`src/rtl/flash_host_pkg.sv`:
```
// constants for the parallel flash host controller
package flash_host_pkg;
  // command addresses and data
  localparam logic [16:0] UNLOCK1_ADDR   = 17'h05555;
  localparam logic [16:0] UNLOCK2_ADDR   = 17'h02aaa;
  localparam logic [7:0]  UNLOCK1_DATA   = 8'haa;
  localparam logic [7:0]  UNLOCK2_DATA   = 8'h55;
  localparam logic [7:0]  CMD_ID         = 8'h90;
  localparam logic [7:0]  CMD_RESET      = 8'hf0;
  localparam logic [7:0]  CMD_PROGRAM    = 8'ha0;
  localparam logic [7:0]  CMD_ERASE_SET  = 8'h80;
  localparam logic [7:0]  CMD_CHIP_ERASE = 8'h10;
  localparam logic [7:0]  CMD_SECT_ERASE = 8'h30;
  // identification read offsets
  localparam logic [16:0] ID_MAKER_ADDR  = 17'h00000;
  localparam logic [16:0] ID_PART_ADDR   = 17'h00001;
  localparam logic [16:0] ID_PROT_ADDR   = 17'h00002;
  localparam logic [7:0]  PROT_YES       = 8'h01;
  localparam logic [7:0]  PROT_NO        = 8'h00;
  // sector select bit and status error bit
  localparam int          SECT_LSB       = 14;
  localparam int          ERR_BIT        = 5;
  // pin timing, in ns and cycles at 25 MHz
  localparam int          CLK_NS         = 40;
  localparam int          SETUP_NS       = 40;
  localparam int          PULSE_NS       = 80;
  localparam int          ACCESS_NS      = 120;
  localparam logic [3:0]  SETUP_CYC      = 4'((SETUP_NS + CLK_NS - 1) / CLK_NS);
  localparam logic [3:0]  PULSE_CYC      = 4'((PULSE_NS + CLK_NS - 1) / CLK_NS);
  localparam logic [3:0]  ACCESS_CYC     = 4'((ACCESS_NS + CLK_NS - 1) / CLK_NS);
  // software register offsets
  localparam logic [3:0]  REG_ADDR       = 4'h0;
  localparam logic [3:0]  REG_DATA       = 4'h1;
  localparam logic [3:0]  REG_CMD        = 4'h2;
  localparam logic [3:0]  REG_STATUS     = 4'h3;
  localparam logic [3:0]  REG_RDATA      = 4'h4;
  // software operation codes
  localparam logic [2:0]  OP_READ        = 3'h0;
  localparam logic [2:0]  OP_WRITE       = 3'h1;
  localparam logic [2:0]  OP_PROGRAM     = 3'h2;
  localparam logic [2:0]  OP_CHIP_ERASE  = 3'h3;
  localparam logic [2:0]  OP_SECT_ERASE  = 3'h4;
  localparam logic [2:0]  OP_ID_ENTER    = 3'h5;
  localparam logic [2:0]  OP_RESET       = 3'h6;
  localparam logic [2:0]  OP_ID_HV       = 3'h7;
endpackage

```
`src/rtl/flash_bus_cycle.sv`:
```
// one timed read or write cycle on the flash pins
`timescale 1ns/1ps
module flash_bus_cycle (
  input  wire logic        clock_in,
  input  wire logic        sys_rst_in,
  input  wire logic        start_in,
  input  wire logic        write_in,
  input  wire logic [16:0] addr_in,
  input  wire logic [7:0]  wdata_in,
  input  wire logic [7:0]  pin_data_in,
  output logic             busy_out,
  output logic             done_out,
  output logic [7:0]       rdata_out,
  output logic [16:0]      addr_pin_out,
  output logic [7:0]       data_pin_out,
  output logic             data_oe_out,
  output logic             chip_sel_n_out,
  output logic             out_en_n_out,
  output logic             write_n_out
);
  typedef enum logic [1:0] {CY_IDLE, CY_SETUP, CY_PULSE, CY_HOLD} cy_state_t;
  typedef struct packed {
    cy_state_t   st;
    logic [3:0]  cnt;
    logic        wr;
    logic        done;
    logic [7:0]  rdata;
    logic [16:0] addr;
    logic [7:0]  wdata;
    logic        oe;
    logic        cs_n;
    logic        oen_n;
    logic        we_n;
    logic [7:0]  sync1;
    logic [7:0]  sync2;
  } cy_t;
  cy_t s_reg, s_next;

  // ----------------------------------------
  // cycle sequencer
  // ----------------------------------------
  // setup with strobes high, then the strobe pulse, then one idle cycle
  always_comb begin
    s_next = s_reg;
    s_next.done  = 1'b0;
    s_next.sync1 = pin_data_in;
    s_next.sync2 = s_reg.sync1;
    case (s_reg.st)
      CY_IDLE: begin
        if (start_in) begin
          s_next.st    = CY_SETUP;
          s_next.wr    = write_in;
          s_next.addr  = addr_in;
          s_next.wdata = wdata_in;
          s_next.oe    = write_in;
          s_next.cnt   = flash_host_pkg::SETUP_CYC;
        end
      end
      CY_SETUP: begin
        s_next.cnt = s_reg.cnt - 4'h1;
        if (s_reg.cnt == 4'h1) begin
          s_next.st   = CY_PULSE;
          s_next.cs_n = 1'b0;
          // write needs output enable high; read holds write strobe high
          s_next.oen_n = s_reg.wr;
          s_next.we_n  = ~s_reg.wr;
          // pulses far above the glitch filter width
          s_next.cnt = s_reg.wr ? flash_host_pkg::PULSE_CYC : flash_host_pkg::ACCESS_CYC;
        end
      end
      CY_PULSE: begin
        s_next.cnt = s_reg.cnt - 4'h1;
        if (s_reg.cnt == 4'h1) begin
          // data still held while strobes rise, device latches it then
          s_next.st    = CY_HOLD;
          s_next.cs_n  = 1'b1;
          s_next.oen_n = 1'b1;
          s_next.we_n  = 1'b1;
          s_next.rdata = s_reg.sync2;
        end
      end
      CY_HOLD: begin
        s_next.st   = CY_IDLE;
        s_next.oe   = 1'b0;
        s_next.done = 1'b1;
      end
      default: s_next.st = CY_IDLE;
    endcase
    if (sys_rst_in) begin
      s_next = '0;
      s_next.cs_n  = 1'b1;
      s_next.oen_n = 1'b1;
      s_next.we_n  = 1'b1;
    end
  end

  always_ff @(posedge clock_in) begin
    s_reg <= s_next;
  end

  assign busy_out       = (s_reg.st != CY_IDLE);
  assign done_out       = s_reg.done;
  assign rdata_out      = s_reg.rdata;
  assign addr_pin_out   = s_reg.addr;
  assign data_pin_out   = s_reg.wdata;
  assign data_oe_out    = s_reg.oe;
  assign chip_sel_n_out = s_reg.cs_n;
  assign out_en_n_out   = s_reg.oen_n;
  assign write_n_out    = s_reg.we_n;

  // never drive data while the device may drive it
  AST_NO_CONTENTION: assert property (@(posedge clock_in) disable iff (sys_rst_in)
    !s_reg.oen_n |-> !s_reg.oe) else $error("data driven during read");
  // write strobe low only with output enable high and chip select low
  AST_WRITE_QUAL: assert property (@(posedge clock_in) disable iff (sys_rst_in)
    !s_reg.we_n |-> (s_reg.oen_n && !s_reg.cs_n)) else $error("unqualified write");
  // write strobe stays low for the full pulse width
  AST_PULSE_WIDTH: assert property (@(posedge clock_in) disable iff (sys_rst_in)
    $fell(s_reg.we_n) |-> !s_reg.we_n [*2]) else $error("write pulse too short");
  // address and data stand still while the strobe is low
  AST_ADDR_STABLE: assert property (@(posedge clock_in) disable iff (sys_rst_in)
    (!s_reg.we_n && $past(!s_reg.we_n)) |-> ($stable(s_reg.addr) && $stable(s_reg.wdata)))
    else $error("address moved in pulse");
  // data keeps driving one cycle past the rising strobe
  AST_DATA_HOLD: assert property (@(posedge clock_in) disable iff (sys_rst_in)
    $rose(s_reg.we_n) |-> s_reg.oe) else $error("data released too early");
endmodule

```
`src/rtl/flash_host_ctrl.sv`:
```
// host-side controller for a byte-wide sectored parallel flash
// Summary of operation
// - high-voltage ID: A1..A0 pick maker/part/protect
// - protect check returns 01 or 00
// - ID also readable after command sequence
// - unlock writes precede every program or erase
// - write needs select, strobe low, enable high
// - host resets after error status bit high
// - ID mode left only by reset command
// - ID sequence AA, 55, 90 then reads
// - reset sequence AA, 55, F0
// - program four writes, erase six writes
//
// Decided for this implementation: the placing of the registers and the plain strobed port.
`timescale 1ns/1ps
module flash_host_ctrl (
  input  wire logic        clock_in,
  input  wire logic        sys_rst_in,
  // software port
  input  wire logic [3:0]  sw_addr_in,
  input  wire logic [31:0] sw_wdata_in,
  input  wire logic        sw_wr_in,
  input  wire logic        sw_rd_in,
  output logic      [31:0] sw_rdata_out,
  // flash pins
  input  wire logic [7:0]  data_pins_in,
  output logic      [7:0]  data_pins_out,
  output logic             data_pins_oe_out,
  output logic      [16:0] addr_pins_out,
  output logic             chip_sel_n_out,
  output logic             out_en_n_out,
  output logic             write_n_out,
  output logic             elevated_id_voltage_out
);
  typedef enum logic [1:0] {ST_IDLE, ST_ISSUE, ST_WAIT, ST_POLL} st_t;
  typedef struct packed {
    st_t         st;
    logic [16:0] addr;
    logic [7:0]  wdata;
    logic [2:0]  op;
    logic [2:0]  step;
    logic [2:0]  last;
    logic        hv;
    logic        id_mode;
    logic        err;
    logic        done;
    logic        pu_block;
    logic [7:0]  rdata;
    logic [7:0]  prev;
    logic [31:0] sw_rdata;
  } ctl_t;
  ctl_t s_reg, s_next;

  logic        cy_start;
  logic        cy_write;
  logic [16:0] cy_addr;
  logic [7:0]  cy_wdata;
  logic        cy_busy;
  logic        cy_done;
  logic [7:0]  cy_rdata;
  logic [16:0] pin_addr;
  logic [7:0]  pin_wdata;
  logic        pin_oe;
  logic        pin_cs_n;
  logic        pin_oen_n;
  logic        pin_we_n;

  // ----------------------------------------
  // command step tables
  // ----------------------------------------
  // unlock pair first, then the command, so stray writes never alter the array
  function automatic logic [24:0] step_word(input logic [2:0] op, input logic [2:0] k,
                                            input logic [16:0] a, input logic [7:0] d);
    logic [24:0] w;
    w = {flash_host_pkg::UNLOCK1_ADDR, flash_host_pkg::UNLOCK1_DATA};
    case (k)
      3'h0: w = {flash_host_pkg::UNLOCK1_ADDR, flash_host_pkg::UNLOCK1_DATA};
      3'h1: w = {flash_host_pkg::UNLOCK2_ADDR, flash_host_pkg::UNLOCK2_DATA};
      3'h2: begin
        case (op)
          flash_host_pkg::OP_ID_ENTER: w = {flash_host_pkg::UNLOCK1_ADDR, flash_host_pkg::CMD_ID};
          flash_host_pkg::OP_RESET:    w = {flash_host_pkg::UNLOCK1_ADDR, flash_host_pkg::CMD_RESET};
          flash_host_pkg::OP_PROGRAM:  w = {flash_host_pkg::UNLOCK1_ADDR, flash_host_pkg::CMD_PROGRAM};
          default:                     w = {flash_host_pkg::UNLOCK1_ADDR, flash_host_pkg::CMD_ERASE_SET};
        endcase
      end
      3'h3: w = (op == flash_host_pkg::OP_PROGRAM) ? {a, d}
              : {flash_host_pkg::UNLOCK1_ADDR, flash_host_pkg::UNLOCK1_DATA};
      3'h4: w = {flash_host_pkg::UNLOCK2_ADDR, flash_host_pkg::UNLOCK2_DATA};
      default: begin
        // sector erase carries the sector on the top three bits
        if (op == flash_host_pkg::OP_SECT_ERASE) begin
          w = {a[16:flash_host_pkg::SECT_LSB], 14'h0000, flash_host_pkg::CMD_SECT_ERASE};
        end else begin
          w = {flash_host_pkg::UNLOCK1_ADDR, flash_host_pkg::CMD_CHIP_ERASE};
        end
      end
    endcase
    return w;
  endfunction

  function automatic logic [2:0] last_step(input logic [2:0] op);
    case (op)
      flash_host_pkg::OP_PROGRAM:    return 3'h3;
      flash_host_pkg::OP_CHIP_ERASE: return 3'h5;
      flash_host_pkg::OP_SECT_ERASE: return 3'h5;
      flash_host_pkg::OP_ID_ENTER:   return 3'h2;
      flash_host_pkg::OP_RESET:      return 3'h2;
      default:                       return 3'h0;
    endcase
  endfunction

  function automatic logic is_seq(input logic [2:0] op);
    return (op != flash_host_pkg::OP_READ) && (op != flash_host_pkg::OP_WRITE)
        && (op != flash_host_pkg::OP_ID_HV);
  endfunction

  // ----------------------------------------
  // main sequencer and software registers
  // ----------------------------------------
  always_comb begin
    s_next = s_reg;
    s_next.done = 1'b0;
    cy_start = 1'b0;
    cy_write = 1'b0;
    cy_addr  = s_reg.addr; // reads carry the full address, sector bits included
    cy_wdata = s_reg.wdata;
    // read data only in the cycle after the strobe
    s_next.sw_rdata = 32'h0000_0000;
    if (sw_rd_in) begin
      case (sw_addr_in)
        flash_host_pkg::REG_ADDR:   s_next.sw_rdata = {15'h0000, s_reg.addr};
        flash_host_pkg::REG_DATA:   s_next.sw_rdata = {24'h000000, s_reg.wdata};
        flash_host_pkg::REG_STATUS: s_next.sw_rdata = {27'h0000000, s_reg.id_mode, s_reg.err,
                                                       s_reg.done, s_reg.pu_block, s_reg.st != ST_IDLE};
        flash_host_pkg::REG_RDATA:  s_next.sw_rdata = {24'h000000, s_reg.rdata};
        default:                    s_next.sw_rdata = 32'h0000_0000;
      endcase
    end
    if (sw_wr_in && s_reg.st == ST_IDLE) begin
      case (sw_addr_in)
        flash_host_pkg::REG_ADDR: s_next.addr  = sw_wdata_in[16:0];
        flash_host_pkg::REG_DATA: s_next.wdata = sw_wdata_in[7:0];
        // commands held off until software clears the power-up block
        flash_host_pkg::REG_CMD: begin
          if (!s_reg.pu_block) begin
            s_next.op   = sw_wdata_in[2:0];
            s_next.hv   = (sw_wdata_in[2:0] == flash_host_pkg::OP_ID_HV);
            s_next.step = 3'h0;
            s_next.last = last_step(sw_wdata_in[2:0]);
            s_next.err  = 1'b0;
            s_next.st   = ST_ISSUE;
          end
        end
        flash_host_pkg::REG_STATUS: s_next.pu_block = sw_wdata_in[1];
        default: s_next.st = s_reg.st;
      endcase
    end
    case (s_reg.st)
      // a command write above moves on to issue; nothing else to do here
      ST_IDLE: cy_start = 1'b0;
      ST_ISSUE: begin
        cy_start = 1'b1;
        if (is_seq(s_reg.op)) begin
          cy_write = 1'b1;
          {cy_addr, cy_wdata} = step_word(s_reg.op, s_reg.step, s_reg.addr, s_reg.wdata);
        end else begin
          cy_write = (s_reg.op == flash_host_pkg::OP_WRITE);
        end
        s_next.st = ST_WAIT;
      end
      ST_WAIT: begin
        if (cy_done) begin
          s_next.rdata = cy_rdata;
          if (is_seq(s_reg.op) && s_reg.step != s_reg.last) begin
            s_next.step = s_reg.step + 3'h1;
            s_next.st   = ST_ISSUE;
          end else if (s_reg.op == flash_host_pkg::OP_PROGRAM ||
                       s_reg.op == flash_host_pkg::OP_CHIP_ERASE ||
                       s_reg.op == flash_host_pkg::OP_SECT_ERASE) begin
            s_next.op   = flash_host_pkg::OP_READ;
            s_next.prev = 8'h00;
            s_next.st   = ST_POLL;
          end else begin
            // reset leaves ID mode, ID entry keeps it until reset
            if (s_reg.op == flash_host_pkg::OP_ID_ENTER) s_next.id_mode = 1'b1;
            if (s_reg.op == flash_host_pkg::OP_RESET)    s_next.id_mode = 1'b0;
            s_next.hv   = 1'b0;
            s_next.done = 1'b1;
            s_next.st   = ST_IDLE;
          end
        end
      end
      ST_POLL: begin
        // toggle bit stops toggling when the device is back in array read
        cy_start = !cy_busy && !cy_done;
        if (cy_done) begin
          s_next.prev = cy_rdata;
          if (s_reg.prev[6] == cy_rdata[6] && s_reg.step == 3'h7) begin
            s_next.done = 1'b1;
            s_next.st   = ST_IDLE;
          end else if (cy_rdata[flash_host_pkg::ERR_BIT] && s_reg.step == 3'h7) begin
            // error: host must send reset to regain array read
            s_next.err  = 1'b1;
            s_next.op   = flash_host_pkg::OP_RESET;
            s_next.step = 3'h0;
            s_next.last = last_step(flash_host_pkg::OP_RESET);
            s_next.st   = ST_ISSUE;
          end
          s_next.step = (s_next.st == ST_POLL) ? 3'h7 : s_next.step;
        end
      end
      default: s_next.st = ST_IDLE;
    endcase
    if (sys_rst_in) begin
      s_next = '0;
      s_next.pu_block = 1'b1;
    end
  end

  always_ff @(posedge clock_in) begin
    s_reg <= s_next;
  end

  flash_bus_cycle u_cycle (
    .clock_in       (clock_in),
    .sys_rst_in     (sys_rst_in),
    .start_in       (cy_start),
    .write_in       (cy_write),
    .addr_in        (cy_addr),
    .wdata_in       (cy_wdata),
    .pin_data_in    (data_pins_in),
    .busy_out       (cy_busy),
    .done_out       (cy_done),
    .rdata_out      (cy_rdata),
    .addr_pin_out   (pin_addr),
    .data_pin_out   (pin_wdata),
    .data_oe_out    (pin_oe),
    .chip_sel_n_out (pin_cs_n),
    .out_en_n_out   (pin_oen_n),
    .write_n_out    (pin_we_n)
  );

  // outputs all come from flip-flops in the cycle module or here
  assign sw_rdata_out            = s_reg.sw_rdata;
  assign data_pins_out           = pin_wdata;
  assign data_pins_oe_out        = pin_oe;
  assign addr_pins_out           = pin_addr;
  assign chip_sel_n_out          = pin_cs_n;
  assign out_en_n_out            = pin_oen_n;
  assign write_n_out             = pin_we_n;
  assign elevated_id_voltage_out = s_reg.hv;

  // elevated voltage only with write strobe high
  AST_HV_NO_WRITE: assert property (@(posedge clock_in) disable iff (sys_rst_in)
    s_reg.hv |-> pin_we_n) else $error("write during high-voltage id");
  // every command sequence opens with the first unlock write
  AST_UNLOCK_FIRST: assert property (@(posedge clock_in) disable iff (sys_rst_in)
    (s_reg.st == ST_ISSUE && is_seq(s_reg.op) && s_reg.step == 3'h0) |->
    (cy_addr == flash_host_pkg::UNLOCK1_ADDR && cy_wdata == flash_host_pkg::UNLOCK1_DATA))
    else $error("sequence without unlock");
  // power-up block refuses commands
  AST_PU_BLOCK: assert property (@(posedge clock_in) disable iff (sys_rst_in)
    (s_reg.pu_block && s_reg.st == ST_IDLE) |=> s_reg.st == ST_IDLE)
    else $error("command during power-up block");
endmodule

```
`config.mk`:
```
export PLATFORM = sky130hd
export DESIGN_NAME = flash_host_ctrl
export DESIGN_NICKNAME = d
export VERILOG_FILES = /design/src/rtl/flash_host_pkg.sv /design/src/rtl/flash_bus_cycle.sv /design/src/rtl/flash_host_ctrl.sv
export SDC_FILE = /design/constraint.sdc
export NUM_CORES = 1
export LEC_CHECK = 0
export ABC_AREA = 0
export BUFFER_PORTS_ARGS = -buffer_cell sky130_fd_sc_hd__buf_2
export CAP_MARGIN = 20
export CELL_PAD_IN_SITES_DETAIL_PLACEMENT = 0
export CELL_PAD_IN_SITES_GLOBAL_PLACEMENT = 1
export CORE_ASPECT_RATIO = 1.5
export CORE_UTILIZATION = 44
export CTS_BUF_LIST = sky130_fd_sc_hd__clkbuf_16
export CTS_CLUSTER_DIAMETER = 100
export DETAILED_ROUTE_END_ITERATION = 8
export PLACE_DENSITY_LB_ADDON = 0.1
export SLEW_MARGIN = 0
export SYNTH_ARGS = -nofsm -noshare
export SYNTH_HDL_FRONTEND = slang
export SYNTH_SLANG_ARGS = --single-unit
```
`constraint.sdc`:
```
create_clock -name clock_in -period 4.3 [get_ports clock_in]
set_input_delay 0.215 -clock clock_in [delete_from_list [all_inputs] [get_ports clock_in]]
set_output_delay 0.215 -clock clock_in [all_outputs]
set_load 0.05 [all_outputs]
```
== After elaboration in Yosys (flattened, before gate mapping) ==
Cells that the tools add are included.

* Register bits: 149
* Input port bits: 48
* Word-level logic and storage cells: 186

* $add $sub $neg: 2
* Equality and inequality tests: 40
* Multiplexer cells: 74
* Bitwise logic cells: 4
* Reductions and logical operators: 39

{| class="wikitable"
|+ Operators by type and width
! kind !! number
|-
| $pmux W25 S4 || 1
|-
| $pmux W17 S4 || 1
|-
| $mux W17 || 3
|-
| $mux W25 || 2
|-
| $mux W37 || 1
|-
| $mux W7 || 5
|-
| $mux W2 || 16
|-
| $eq A3 B3 Y1 const B || 9
|-
| $mux W9 || 3
|-
| $mux W8 || 3
|-
| $mux W3 || 7
|-
| $pmux W7 S3 || 1
|-
| $mux W10 || 2
|-
| $eq A3 B2 Y1 const B || 6
|-
| $mux W1 || 17
|-
| $reduce_and A2 Y1 || 8
|-
| $pmux W7 S2 || 1
|-
| $mux W6 || 2
|-
| $pmux W4 S3 || 1
|-
| $pmux W6 S2 || 1
|-
| $reduce_bool A2 Y1 || 6
|-
| $eq A2 B2 Y1 const B || 5
|-
| $reduce_and A5 Y1 || 2
|-
| $pmux W3 S3 || 1
|-
| 27 further kinds || 55
|}

== Longest topological paths before layout ==
Gate-level depths: netlist of run 1.

* Depth after elaboration: 14
* Mapped depth: 10

== Hierarchy ==
Synthesis of run 1 repeated with hierarchy kept, for this count alone.

* Cells, all modules: 729
* Area, all modules: 6124.6 um2

{| class="wikitable"
|+ Modules (own cells, without submodules)
! module !! instances !! cells an instance !! area each (um2) !! sequential area each (um2)
|-
| flash_host_ctrl || 1 || 442 || 3661.0 || 1341.3
|-
| flash_bus_cycle || 1 || 287 || 2463.6 || 1221.2
|}

== Worst setup path after synthesis of run 1 ==
OpenSTA, ideal clock, no wires.

* Path type: flip-flop to flip-flop
* From: register s_reg[56] in the netlist's numbering
* To: register u_cycle.s_reg (netlist bit u_cycle.addr_pin_out[0])
* Arrival: 1.882 ns
* Required time: 4.240 ns
* Setup slack: 2.358 ns
* Cell stages (with the launch flop): 8
* Path buffers: 0
* Clock period less this slack: 1.942 ns
* Cells stage by stage: dfxtp_1 inv_1 ha_1 or2_4 a211oi_4 nand2_2 a311oi_4 a221o_1

* Longest elaborated chain between the ends: 5
* Elaborated cells between the ends (all ways): 9

{| class="wikitable"
|+ RTL lines
! what !! line !! RTL
|-
| start, declared || flash_host_ctrl.sv:52 || <nowiki>ctl_t s_reg, s_next;</nowiki>
|-
| start signal, assigned || flash_host_ctrl.sv:222 || <nowiki>s_reg <= s_next;</nowiki>
|-
| $eq A3 B3 Y1 / $eq A3 B1 Y1 (equally long branches) || flash_host_ctrl.sv:76 || <nowiki>case (k)</nowiki>
|-
| $reduce_or A2 Y1 (no line) || n/a ||
|-
| $pmux W25 S4 * || flash_host_ctrl.sv:76 ||
|-
| $mux W17 * || flash_host_ctrl.sv:164 || <nowiki>if (is_seq(s_reg.op)) begin</nowiki>
|-
| $mux W17 * || flash_host_ctrl.sv:159 || <nowiki>case (s_reg.st)</nowiki>
|-
| end signal, assigned || flash_bus_cycle.sv:98 || <nowiki>s_reg <= s_next;</nowiki>
|-
| end, declared || flash_bus_cycle.sv:37 || <nowiki>cy_t s_reg, s_next;</nowiki>
|}

Mark *: on every way between the ends. The rest lies on a longest branch, timed or not.
A chain may end at the register's enable or synchronous reset.

== Final worst setup path of run 1 ==
* From: register u_cycle.s_reg[59] in the netlist's numbering
* To: register u_cycle.s_reg (netlist bit u_cycle.addr_pin_out[10])

* Longest elaborated chain between the ends: 5
* Elaborated cells between the ends (all ways): 6

{| class="wikitable"
|+ RTL lines
! what !! line !! RTL
|-
| $reduce_bool A2 Y1 || flash_bus_cycle.sv:101 || <nowiki>assign busy_out = (s_reg.st != CY_IDLE);</nowiki>
|-
| $logic_not A1 Y1 || flash_host_ctrl.sv:196 || <nowiki>cy_start = !cy_busy && !cy_done;</nowiki>
|-
| $logic_and A1 B1 Y1 || flash_host_ctrl.sv:196 ||
|-
| $pmux W1 S2 || flash_host_ctrl.sv:159 ||
|-
| $reduce_and A2 Y1 (no line) * || n/a ||
|}

Marks and branches as above.

==> results of run 1 <==
-- final timing paths --
path,start,to,slack (ns),cells past startpoint
worst max register to register,u_cycle.s_reg[59],u_cycle.addr_pin_out[10],1.86,6
worst min-delay path,data_pins_in[4],u_cycle.s_reg[12],0.01,2
worst min register to register,u_cycle.s_reg[1],u_cycle.rdata_out[1],0.43,2
worst max-delay path,u_cycle.s_reg[59],u_cycle.addr_pin_out[10],1.86,6
-- cell usage after synthesis, drive strengths merged (2+ instances only) --
| cell type | number |
|---|---|
| a21oi | 68 |
| a2bb2oi | 4 |
| a221o | 7 |
| and3 | 6 |
| nand3 | 23 |
| clkbuf | 25 |
| o21bai | 2 |
| o2111ai | 2 |
| nand2 | 114 |
| nor3 | 11 |
| o311ai | 3 |
| xnor2 | 4 |
| nor2 | 48 |
| nor3b | 10 |
| ha | 12 |
| o21ai | 19 |
| nand4b | 2 |
| mux2 | 9 |
| and4 | 2 |
| and2 | 11 |
| nand3b | 4 |
| a2111oi | 2 |
| a22oi | 9 |
| inv | 10 |
| or3 | 2 |
| a211o | 2 |
| or2 | 3 |
| buf | 70 |
| a31oi | 2 |
| o211ai | 2 |
| mux2i | 4 |
| a211oi | 18 |
| nand2b | 4 |
| nor2b | 21 |
| a311oi | 2 |
| dfxtp | 128 |
-- worst max-delay path, stage by stage (launching register included) --
cell	delay, ns
dfxtp_1	0.36
inv_1	0.10
ha_1	0.27
and3_1	0.70
nand2b_1	0.24
a311oi_4	0.53
a221o_1	0.18
-- stage by stage --
stage	power, uW	cells	area [sq um]
after floorplan	1345	697	5892
after global placement	1372	842	5913
after detailed placement	1375	842	5913
after CTS	2936	877	6585
after global routing	3006	877	6585
final	2909	877	6585
-- logic make-up (layout without fill, tap and decap cells) --
group | count (synthesis) | in the layout | synth area share
other cells | 1 | 15 | 0.0006422
compound gates | 151 | 151 | 0.1721
mux | 13 | 13 | 0.02421
xor+xnor | 5 | 5 | 0.007499
flops | 128 | 128 | 0.4388
buf+inv | 105 | 126 | 0.1076
simple gates | 268 | 268 | 0.2235
fa+ha+maj | 12 | 12 | 0.02571
-- what timing repair did --
item                                   4_1_cts  5_1_grt
hold buffers                                 3        0
endpoints found under the hold margin        3        0
setup endpoints to repair                    0        0
-- final cells by class --
type / instances / area share
timing repair buffer: 84 / 0.06726
clock inverter: 15 / 0.03287
inverter: 10 / 0.005700
multi-input combinational: 464 / 0.4102
clock buffer: 17 / 0.06460
sequential: 128 / 0.3891
tap: 159 / 0.03021
-- cell usage in the layout, fill, tap and decap left out, types with 9 or more instances in the layout --
cell	synthesis	final
nor2b_1	21	21
a22oi_1	9	9
ha_1	12	12
mux2_2	9	9
nor2_1	48	48
clkbuf_16	0	17
buf_2	12	78
nor3_1	11	11
a21oi_1	66	66
and2_1	11	11
o21ai_0	17	17
conb_1	1	15
dfxtp_1	128	128
a211oi_1	17	17
nand3_1	23	23
inv_1	10	11
nand2_1	113	113
-- routing by layer --
metal	wire, um	vias up	share of wire	GRT usage
li1	-	2329	-	-
met1	5540	2148	0.40	0.2342
met2	7413	115	0.53	0.3811
met3	567	28	0.040	0.03514
met4	484	0	0.035	0.1218
met5	0	-	0	0
-- power groups by stage --
stage                     clock network (uW)  registers [uW]  logic [uW]
after floorplan                            0            1230         111
after global placement                     0            1240         136
after detailed placement                   0            1240         139
after CTS                               1580            1210         141
after global routing                    1640            1210         153
final                                   1560            1210         141
==> results.cfg, run 1 <==
[yosys]
yosysWarnings = 0
synth_top_cell_by_area = dfxtp_1
ys_types = 68
synth-edff-count = 0
ys.flop_type = dfxtp_1
syn_area_per_cell_sq_um = 8.550
seq_area_frac_synth = 0.4388
syn_area_sq_um = 5839
syn_inst = 683
yosys-top-cells-area = dfxtp_1 44%, buf_4 7.5%, nand2_1 7.3%
synth_top_area_frac = 0.4388
ys_async_sr_fraction = 0
ys_seq_elements = 128

[timing]
fin_ws_ns = 1.863
setup_tns_ns = 0
setup_viol = 0
rsz0062_at_grt = false
max_freq_ghz = 0.4104
hold_slack_ns = 0.01021
fin_crit_ns = 2.437
maxSlewViolCount = 0
finalHoldViolCount = 0
skew_ns = 0.004807
fin_crit_sh = 0.5667
worst_slew_pin_slew_ns = 0.9384
relSlewSlack = 0.3696

[layout]
drive_above_1_share = 0.1866
fin_util = 0.5084
syn2layout_area_growth_pct = 12.77
largest_reg_flops = 49
n_antenna_cell = 0
fill_cells = 1334
multi_input_area_sq_um = 2701
seqCellArea_sq_um = 2562
layout.nets = 765

[pwr]
p_comb_frac = 0.048
clkPwrFrac = 0.536
switchingPower_uw = 640.6
intPower_uw = 2268
vdd_drop_max_mv = 0.2542
seqPwrFrac = 0.416
power.density_nw_per_um2 = 441.8
swShare = 0.2202
p_leak_uw = 0.002534

[clock_network]
cts_buffer_depth = 2
path_clk_slew_ns = 0.06
cts.sinks = 128
clk_latency_ns = 0.42
htreeDepth = 4
cts_resized = 0
postCtsSetupBuffers = 0
cts_tree = built
cts_root_buf = clkbuf_16
numCtsBuffers = 17

[route]
antenna_left = 0
drcViolationCount = 0
vias = 4620
vias_per_cell = 5.268
drtPass1Iterations = 4
routed_wl_um = 14010
drt_iter0_drc = 227
wl_per_cell_um = 15.97

[die]
start_util = 0.4508
core_area_sq_um = 12950
die_x_um = 96.06
boundaryPins = 110
die_h_um = 143.1
rows = 51
dieArea_sq_um = 13750

[placed_design]
gp_congestion = 0.8036
place_ws_ns = 1.857
hpwl_um = 10080
portBuffers = 79

[critical_path]
crit_path_end_kind = flip-flop
critPathMaxFanout = 18
path_class = flip-flop to flip-flop
crit_arrival_ns = 2.80
start_kind = flip-flop
required_ns = 4.66

[global_route]
grt_overflow_total = 0
grt_start_max_net_pins = 86
track_usage = 0.2142
antenna_found_initial = 0
grt_pass1_vias = 4414
grt_pass1_wl_um = 22200

[status]
outcome = finished clean

[min_path]
hold_class = primary input to flip-flop

[flow_run]
max_cap_violations = 0
(Power assumes the default switching activity.)
==> inputs of run 2 (changes only) <==
--- a/config.mk
+++ b/config.mk
@@ -11,7 +11,7 @@
 export CELL_PAD_IN_SITES_DETAIL_PLACEMENT = 0
 export CELL_PAD_IN_SITES_GLOBAL_PLACEMENT = 1
 export CORE_ASPECT_RATIO = 1.5
-export CORE_UTILIZATION = 44
+export CORE_UTILIZATION = 41
 export CTS_BUF_LIST = sky130_fd_sc_hd__clkbuf_16
 export CTS_CLUSTER_DIAMETER = 100
 export DETAILED_ROUTE_END_ITERATION = 8
==> constraint.sdc (replaced) <==
create_clock -name clock_in -period 2.3 [get_ports clock_in]
set_input_delay 0.115 -clock clock_in [delete_from_list [all_inputs] [get_ports clock_in]]
set_output_delay 0.115 -clock clock_in [all_outputs]
set_load 0.05 [all_outputs]
==> run 2 against run 1 <==
  * Global-route usage shrank 0.42 points
  * Setup slack got worse by 1.7 ns
  * Total power grew 81%
  * Final area up 5.3%
  * Clock power grew 73%
  * Critical path type unchanged
  * Highest routed layer unchanged
==> results.cfg, run 2 (synthesized netlist as in run 1, its figures left out) <==
[timing]
fin_crit_ns = 2.138
maxSlewViolCount = 0
fin_crit_sh = 0.9294
setup_viol = 0
max_freq_ghz = 0.4678
relSlewSlack = 0.5619
skew_ns = 0.007788
rsz0062_at_grt = false
worst_slew_pin_slew_ns = 0.6544
finalHoldViolCount = 0
setup_tns_ns = 0

[clock_network]
cts.sinks = 128
cts_buffer_depth = 2
cts_root_buf = clkbuf_16
clk_latency_ns = 0.41
numCtsBuffers = 17
htreeDepth = 4
postCtsSetupBuffers = 0
path_clk_slew_ns = 0.06
cts_tree = built

[status]
outcome = finished clean

[route]
drcViolationCount = 0
wl_met1_um = 5936
vias_per_cell = 5.091
drt_iter0_drc = 229
wl_per_cell_um = 15.65
top_layer = met4
antenna_left = 0
routed_wl_um = 14860
wl_met2_um = 8098
wl_met3_um = 513
drtPass1Iterations = 5
vias = 4831

[critical_path]
path_buf_inv = 2
cp_slowest_cell = dfxtp_1
crit_arrival_ns = 2.50
crit_chain = inv_1 > ha_1 > or2_4 > a211oi_4 > nand2_2 > a311oi_4 > buf_4 > a221o_1
crit_path_end_kind = flip-flop
required_ns = 2.66
path_delay_family = compound AO/OA/AOI/OAI gates
path_class = flip-flop to flip-flop
start_kind = flip-flop
critPathMaxFanout = 7
max_stage_delay_ns = 0.43

[die]
dieArea_sq_um = 14730
rows = 53
start_util = 0.4173
core_area_sq_um = 13990
boundaryPins = 110
die_x_um = 99.44
die_h_um = 148.2

[layout]
stdcell_count = 949
layout.nets = 804
syn2layout_area_growth_pct = 18.75
largest_reg_flops = 49
layout_commonest_cell = dfxtp_1
n_antenna_cell = 0
layout_common_cells = 128 x dfxtp_1, 113 x nand2_1, 78 x buf_2
drive_above_1_share = 0.2087

[placed_design]
hpwl_um = 10670
portBuffers = 79
gp_congestion = 0.8120
placed_cells = 895

[global_route]
grt_pass1_vias = 4649
antenna_found_initial = 0
grt_overflow_total = 0
grt_start_max_net_pins = 74
track_usage = 0.2099
grt_pass1_wl_um = 23760

[pwr]
p_leak_uw = 0.002698
vdd_drop_max_mv = 0.4279
power.density_nw_per_um2 = 758.8

[min_path]
hold_class = primary input to flip-flop

[flow_run]
max_cap_violations = 0
==> run 2: cell count changes in the layout (fill, tap and decap cells not counted), moves of 2 or more <==
cell           previous run  this run
buf_4                     3        22
bufinv_16                 5         2
clkinv_1                  3         1
dlygate4sd3_1             3        22
inv_6                     2         7
==> run 2: what timing repair did <==
item                       CTS  global route
hold buffers                22             0
gates resized for setup      0             1
hold endpoints to repair    27             0
setup endpoints to repair    0             9
==> run 2: path summary, 6_finish.rpt <==
| kind | from | to | slack, ns | cells past startpoint |
|---|---|---|---|---|
| setup / recovery | s_reg[56] | u_cycle.addr_pin_out[8] | 0.16 | 8 |
| hold reg to reg | u_cycle.s_reg[8] | u_cycle.s_reg[0] | 0.43 | 1 |
| hold / removal | sw_wdata_in[2] | s_reg[72] | 0.03 | 3 |
| setup reg to reg | s_reg[56] | u_cycle.addr_pin_out[8] | 0.16 | 8 |
==> run 2: report_power, final <==
group / internal, uW / switching (uW)
clock network: 1630 / 1080
registers: 2240 / 18.4
logic: 106 / 191
total: 3980 / 1290
==> run 2: worst min-delay path, cell delays in order <==
cell and delay (ns):
buf_2 0.16, nand2_1 0.07, a21oi_1 0.05
==> run 2: through the flow <==
step | setup slack (ns) | total power [uW] | util | hold WS [ns] | cell area, sq um
5_1_grt | 0.02275 | 5443 | 0.4956 | 0.02793 | 6934
6_report | 0.1624 | 5262 | 0.4956 | 0.02923 | 6934
3_3_place_gp | 0.2410 | 2574 | 0.4372 | 0.3243 | 6117
4_1_cts | 0.1422 | 5321 | 0.4954 | 0.01711 | 6932
2_1_floorplan | 0.3580 | 2515 | - | 0.2432 | 5892
3_5_place_dp | 0.1558 | 2579 | 0.4372 | 0.3282 | 6117
==> run 2: cell type report <==
type                       count  area, sq um
clock inverter                15        168.9
sequential                   128         2562
clock buffer                  17        425.4
timing repair buffer         123        795.8
fill                        1346         7058
inverter                      10        37.54
tap                          192        240.2
multi-input combinational    464         2704
==> run 2: layer usage <==
metal	up-vias	global-route usage
met1	2269	0.2256
met5	-	0
met2	125	0.3920
met3	24	0.04088
li1	2413	-
met4	0	0.09412
==> inputs of run 3 (changes only) <==
--- a/config.mk
+++ b/config.mk
@@ -15,6 +15,7 @@
 export CTS_BUF_LIST = sky130_fd_sc_hd__clkbuf_16
 export CTS_CLUSTER_DIAMETER = 100
 export DETAILED_ROUTE_END_ITERATION = 8
+export HOLD_SLACK_MARGIN = 0.03
 export PLACE_DENSITY_LB_ADDON = 0.1
 export SLEW_MARGIN = 0
 export SYNTH_ARGS = -nofsm -noshare
==> run 3 against run 2 <==
  * Global-route usage increased by 0.070 points
  * Largest cell class unchanged
  * Die area unchanged
  * Sequential share of layout area decreased by 0.16 points
  * Total power about the same
  * Via count increased by 0.35%
  * Combinational power increased by 1%
  * Wire length decreased by 0.24%
  * Register-to-register slack about the same
  * Sequential power about the same
  * Count of clock-buffer cells in the layout unchanged
  * Largest power group unchanged
  * First-iteration DRC count decreased by 2.6%
  * Cell count increased by 0.32%
==> results.cfg, run 3 (synthesized netlist as in run 1, its figures left out) <==
[status]
outcome = finished clean

[timing]
setup_tns_ns = 0
max_freq_ghz = 0.4653
finalHoldViolCount = 0
fin_crit_ns = 2.149
fin_ws_ns = 0.1508
setup_viol = 0
relSlewSlack = 0.5655
skew_ns = 0.007728
worst_slew_pin_slew_ns = 0.6490
fin_crit_sh = 0.9344
maxSlewViolCount = 0
rsz0062_at_grt = false
hold_slack_ns = 0.09748

[clock_network]
cts.sinks = 128
postCtsSetupBuffers = 0
cts_buffer_depth = 2
path_clk_slew_ns = 0.06
numCtsBuffers = 17
cts_tree = built
clk_latency_ns = 0.42
htreeDepth = 4
cts_root_buf = clkbuf_16

[die]
die_h_um = 148.2
core_area_sq_um = 13990
rows = 53
die_x_um = 99.44
dieArea_sq_um = 14730
boundaryPins = 110
start_util = 0.4173

[route]
drcViolationCount = 0
top_layer = met4
drt_iter0_drc = 223
antenna_left = 0
routed_wl_um = 14820
vias_per_cell = 5.092
wl_met1_um = 5923
drtPass1Iterations = 5
wl_per_cell_um = 15.57
wl_met2_um = 8087
vias = 4848
wl_met3_um = 473

[layout]
n_antenna_cell = 0
fin_util = 0.4977
fill_cells = 1343
syn2layout_area_growth_pct = 19.26
drive_above_1_share = 0.2079
layout_commonest_cell = dfxtp_1
largest_reg_flops = 49
layout.nets = 807
layout_common_cells = 128 x dfxtp_1, 113 x nand2_1, 78 x buf_2

[critical_path]
cp_slowest_cell = dfxtp_1
required_ns = 2.66
r2r_cells = 8
max_stage_delay_ns = 0.44
crit_path_end_kind = flip-flop
path_buf_inv = 2
critPathMaxFanout = 7
path_delay_family = compound AO/OA/AOI/OAI gates
crit_arrival_ns = 2.51
path_class = flip-flop to flip-flop
start_kind = flip-flop
cp.depth = 8
crit_chain = inv_1 > ha_1 > or2_4 > a211oi_4 > nand2_2 > a311oi_4 > buf_4 > a221o_1

[flow_run]
max_cap_violations = 0

[placed_design]
place_ws_ns = 0.1558
portBuffers = 79
gp_congestion = 0.8120
hpwl_um = 10670

[global_route]
grt_pass1_wl_um = 23850
grt_pass1_vias = 4663
antenna_found_initial = 0
grt_overflow_total = 0
track_usage = 0.2106
grt_start_max_net_pins = 74

[min_path]
hold_class = primary input to flip-flop
hold_depth = 3

[pwr]
p_leak_uw = 0.002711
power.density_nw_per_um2 = 756.2
vdd_drop_max_mv = 0.4292
[run 3: changes by cell type in the layout (fill, tap and decap cells not counted), sizes merged]
cell	before	now
dlygate4sd3	22	25
[run 3: through the flow]
step / std cells / cell area, sq um / total power [uW]
final: 952 / 6964 / 5266
after global routing: 952 / 6964 / 5448
after CTS: 952 / 6962 / 5325
after detailed placement: 895 / 6117 / 2579
after global placement: 895 / 6117 / 2574
after floorplan: 697 / 5892 / 2515
[run 3: path summary, 6_finish.rpt]
kind	from	slack, ns	end
max	s_reg[56]	0.15	u_cycle.addr_pin_out[8]
min	sw_rd_in	0.1	sw_rdata_out[4]
max reg2reg	s_reg[56]	0.15	u_cycle.addr_pin_out[8]
min reg2reg	u_cycle.s_reg[8]	0.43	u_cycle.s_reg[0]
[run 3: worst min-delay path: stages]
cell and delay [ns]:
buf_2 0.10, o211ai_2 0.17, a21oi_1 0.08
[run 3: layout make-up]
type / count / area, sq um / area share
sequential: 128 / 2562 / 0.3679
tap: 192 / 240.2 / 0.03450
inverter: 10 / 37.54 / 0.005390
timing repair buffer: 126 / 825.8 / 0.1186
clock inverter: 15 / 168.9 / 0.02425
multi-input combinational: 464 / 2704 / 0.3882
clock buffer: 17 / 425.4 / 0.06109
[run 3: layer usage]
| metal | global-route usage | up-vias |
|---|---|---|
| li1 | - | 2419 |
| met1 | 0.2270 | 2288 |
| met2 | 0.3931 | 120 |
| met3 | 0.04041 | 21 |
| met4 | 0.09412 | 0 |
| met5 | 0 | - |
[run 3: what timing repair did]
item / 4_1_cts / 5_1_grt
hold endpoints to repair: 30 / 0
gates resized for setup: 0 / 1
hold buffers: 25 / 0
setup endpoints to repair: 0 / 9
[run 3: report_power, final]
part	switching (uW)	total, uW	leakage [uW]	internal [uW]
Clock	1080	2700	0.000286	1620
Combinational	191	301	0.00139	110
Sequential	18.3	2260	0.00104	2240
Total	1290	5270	0.00271	3980
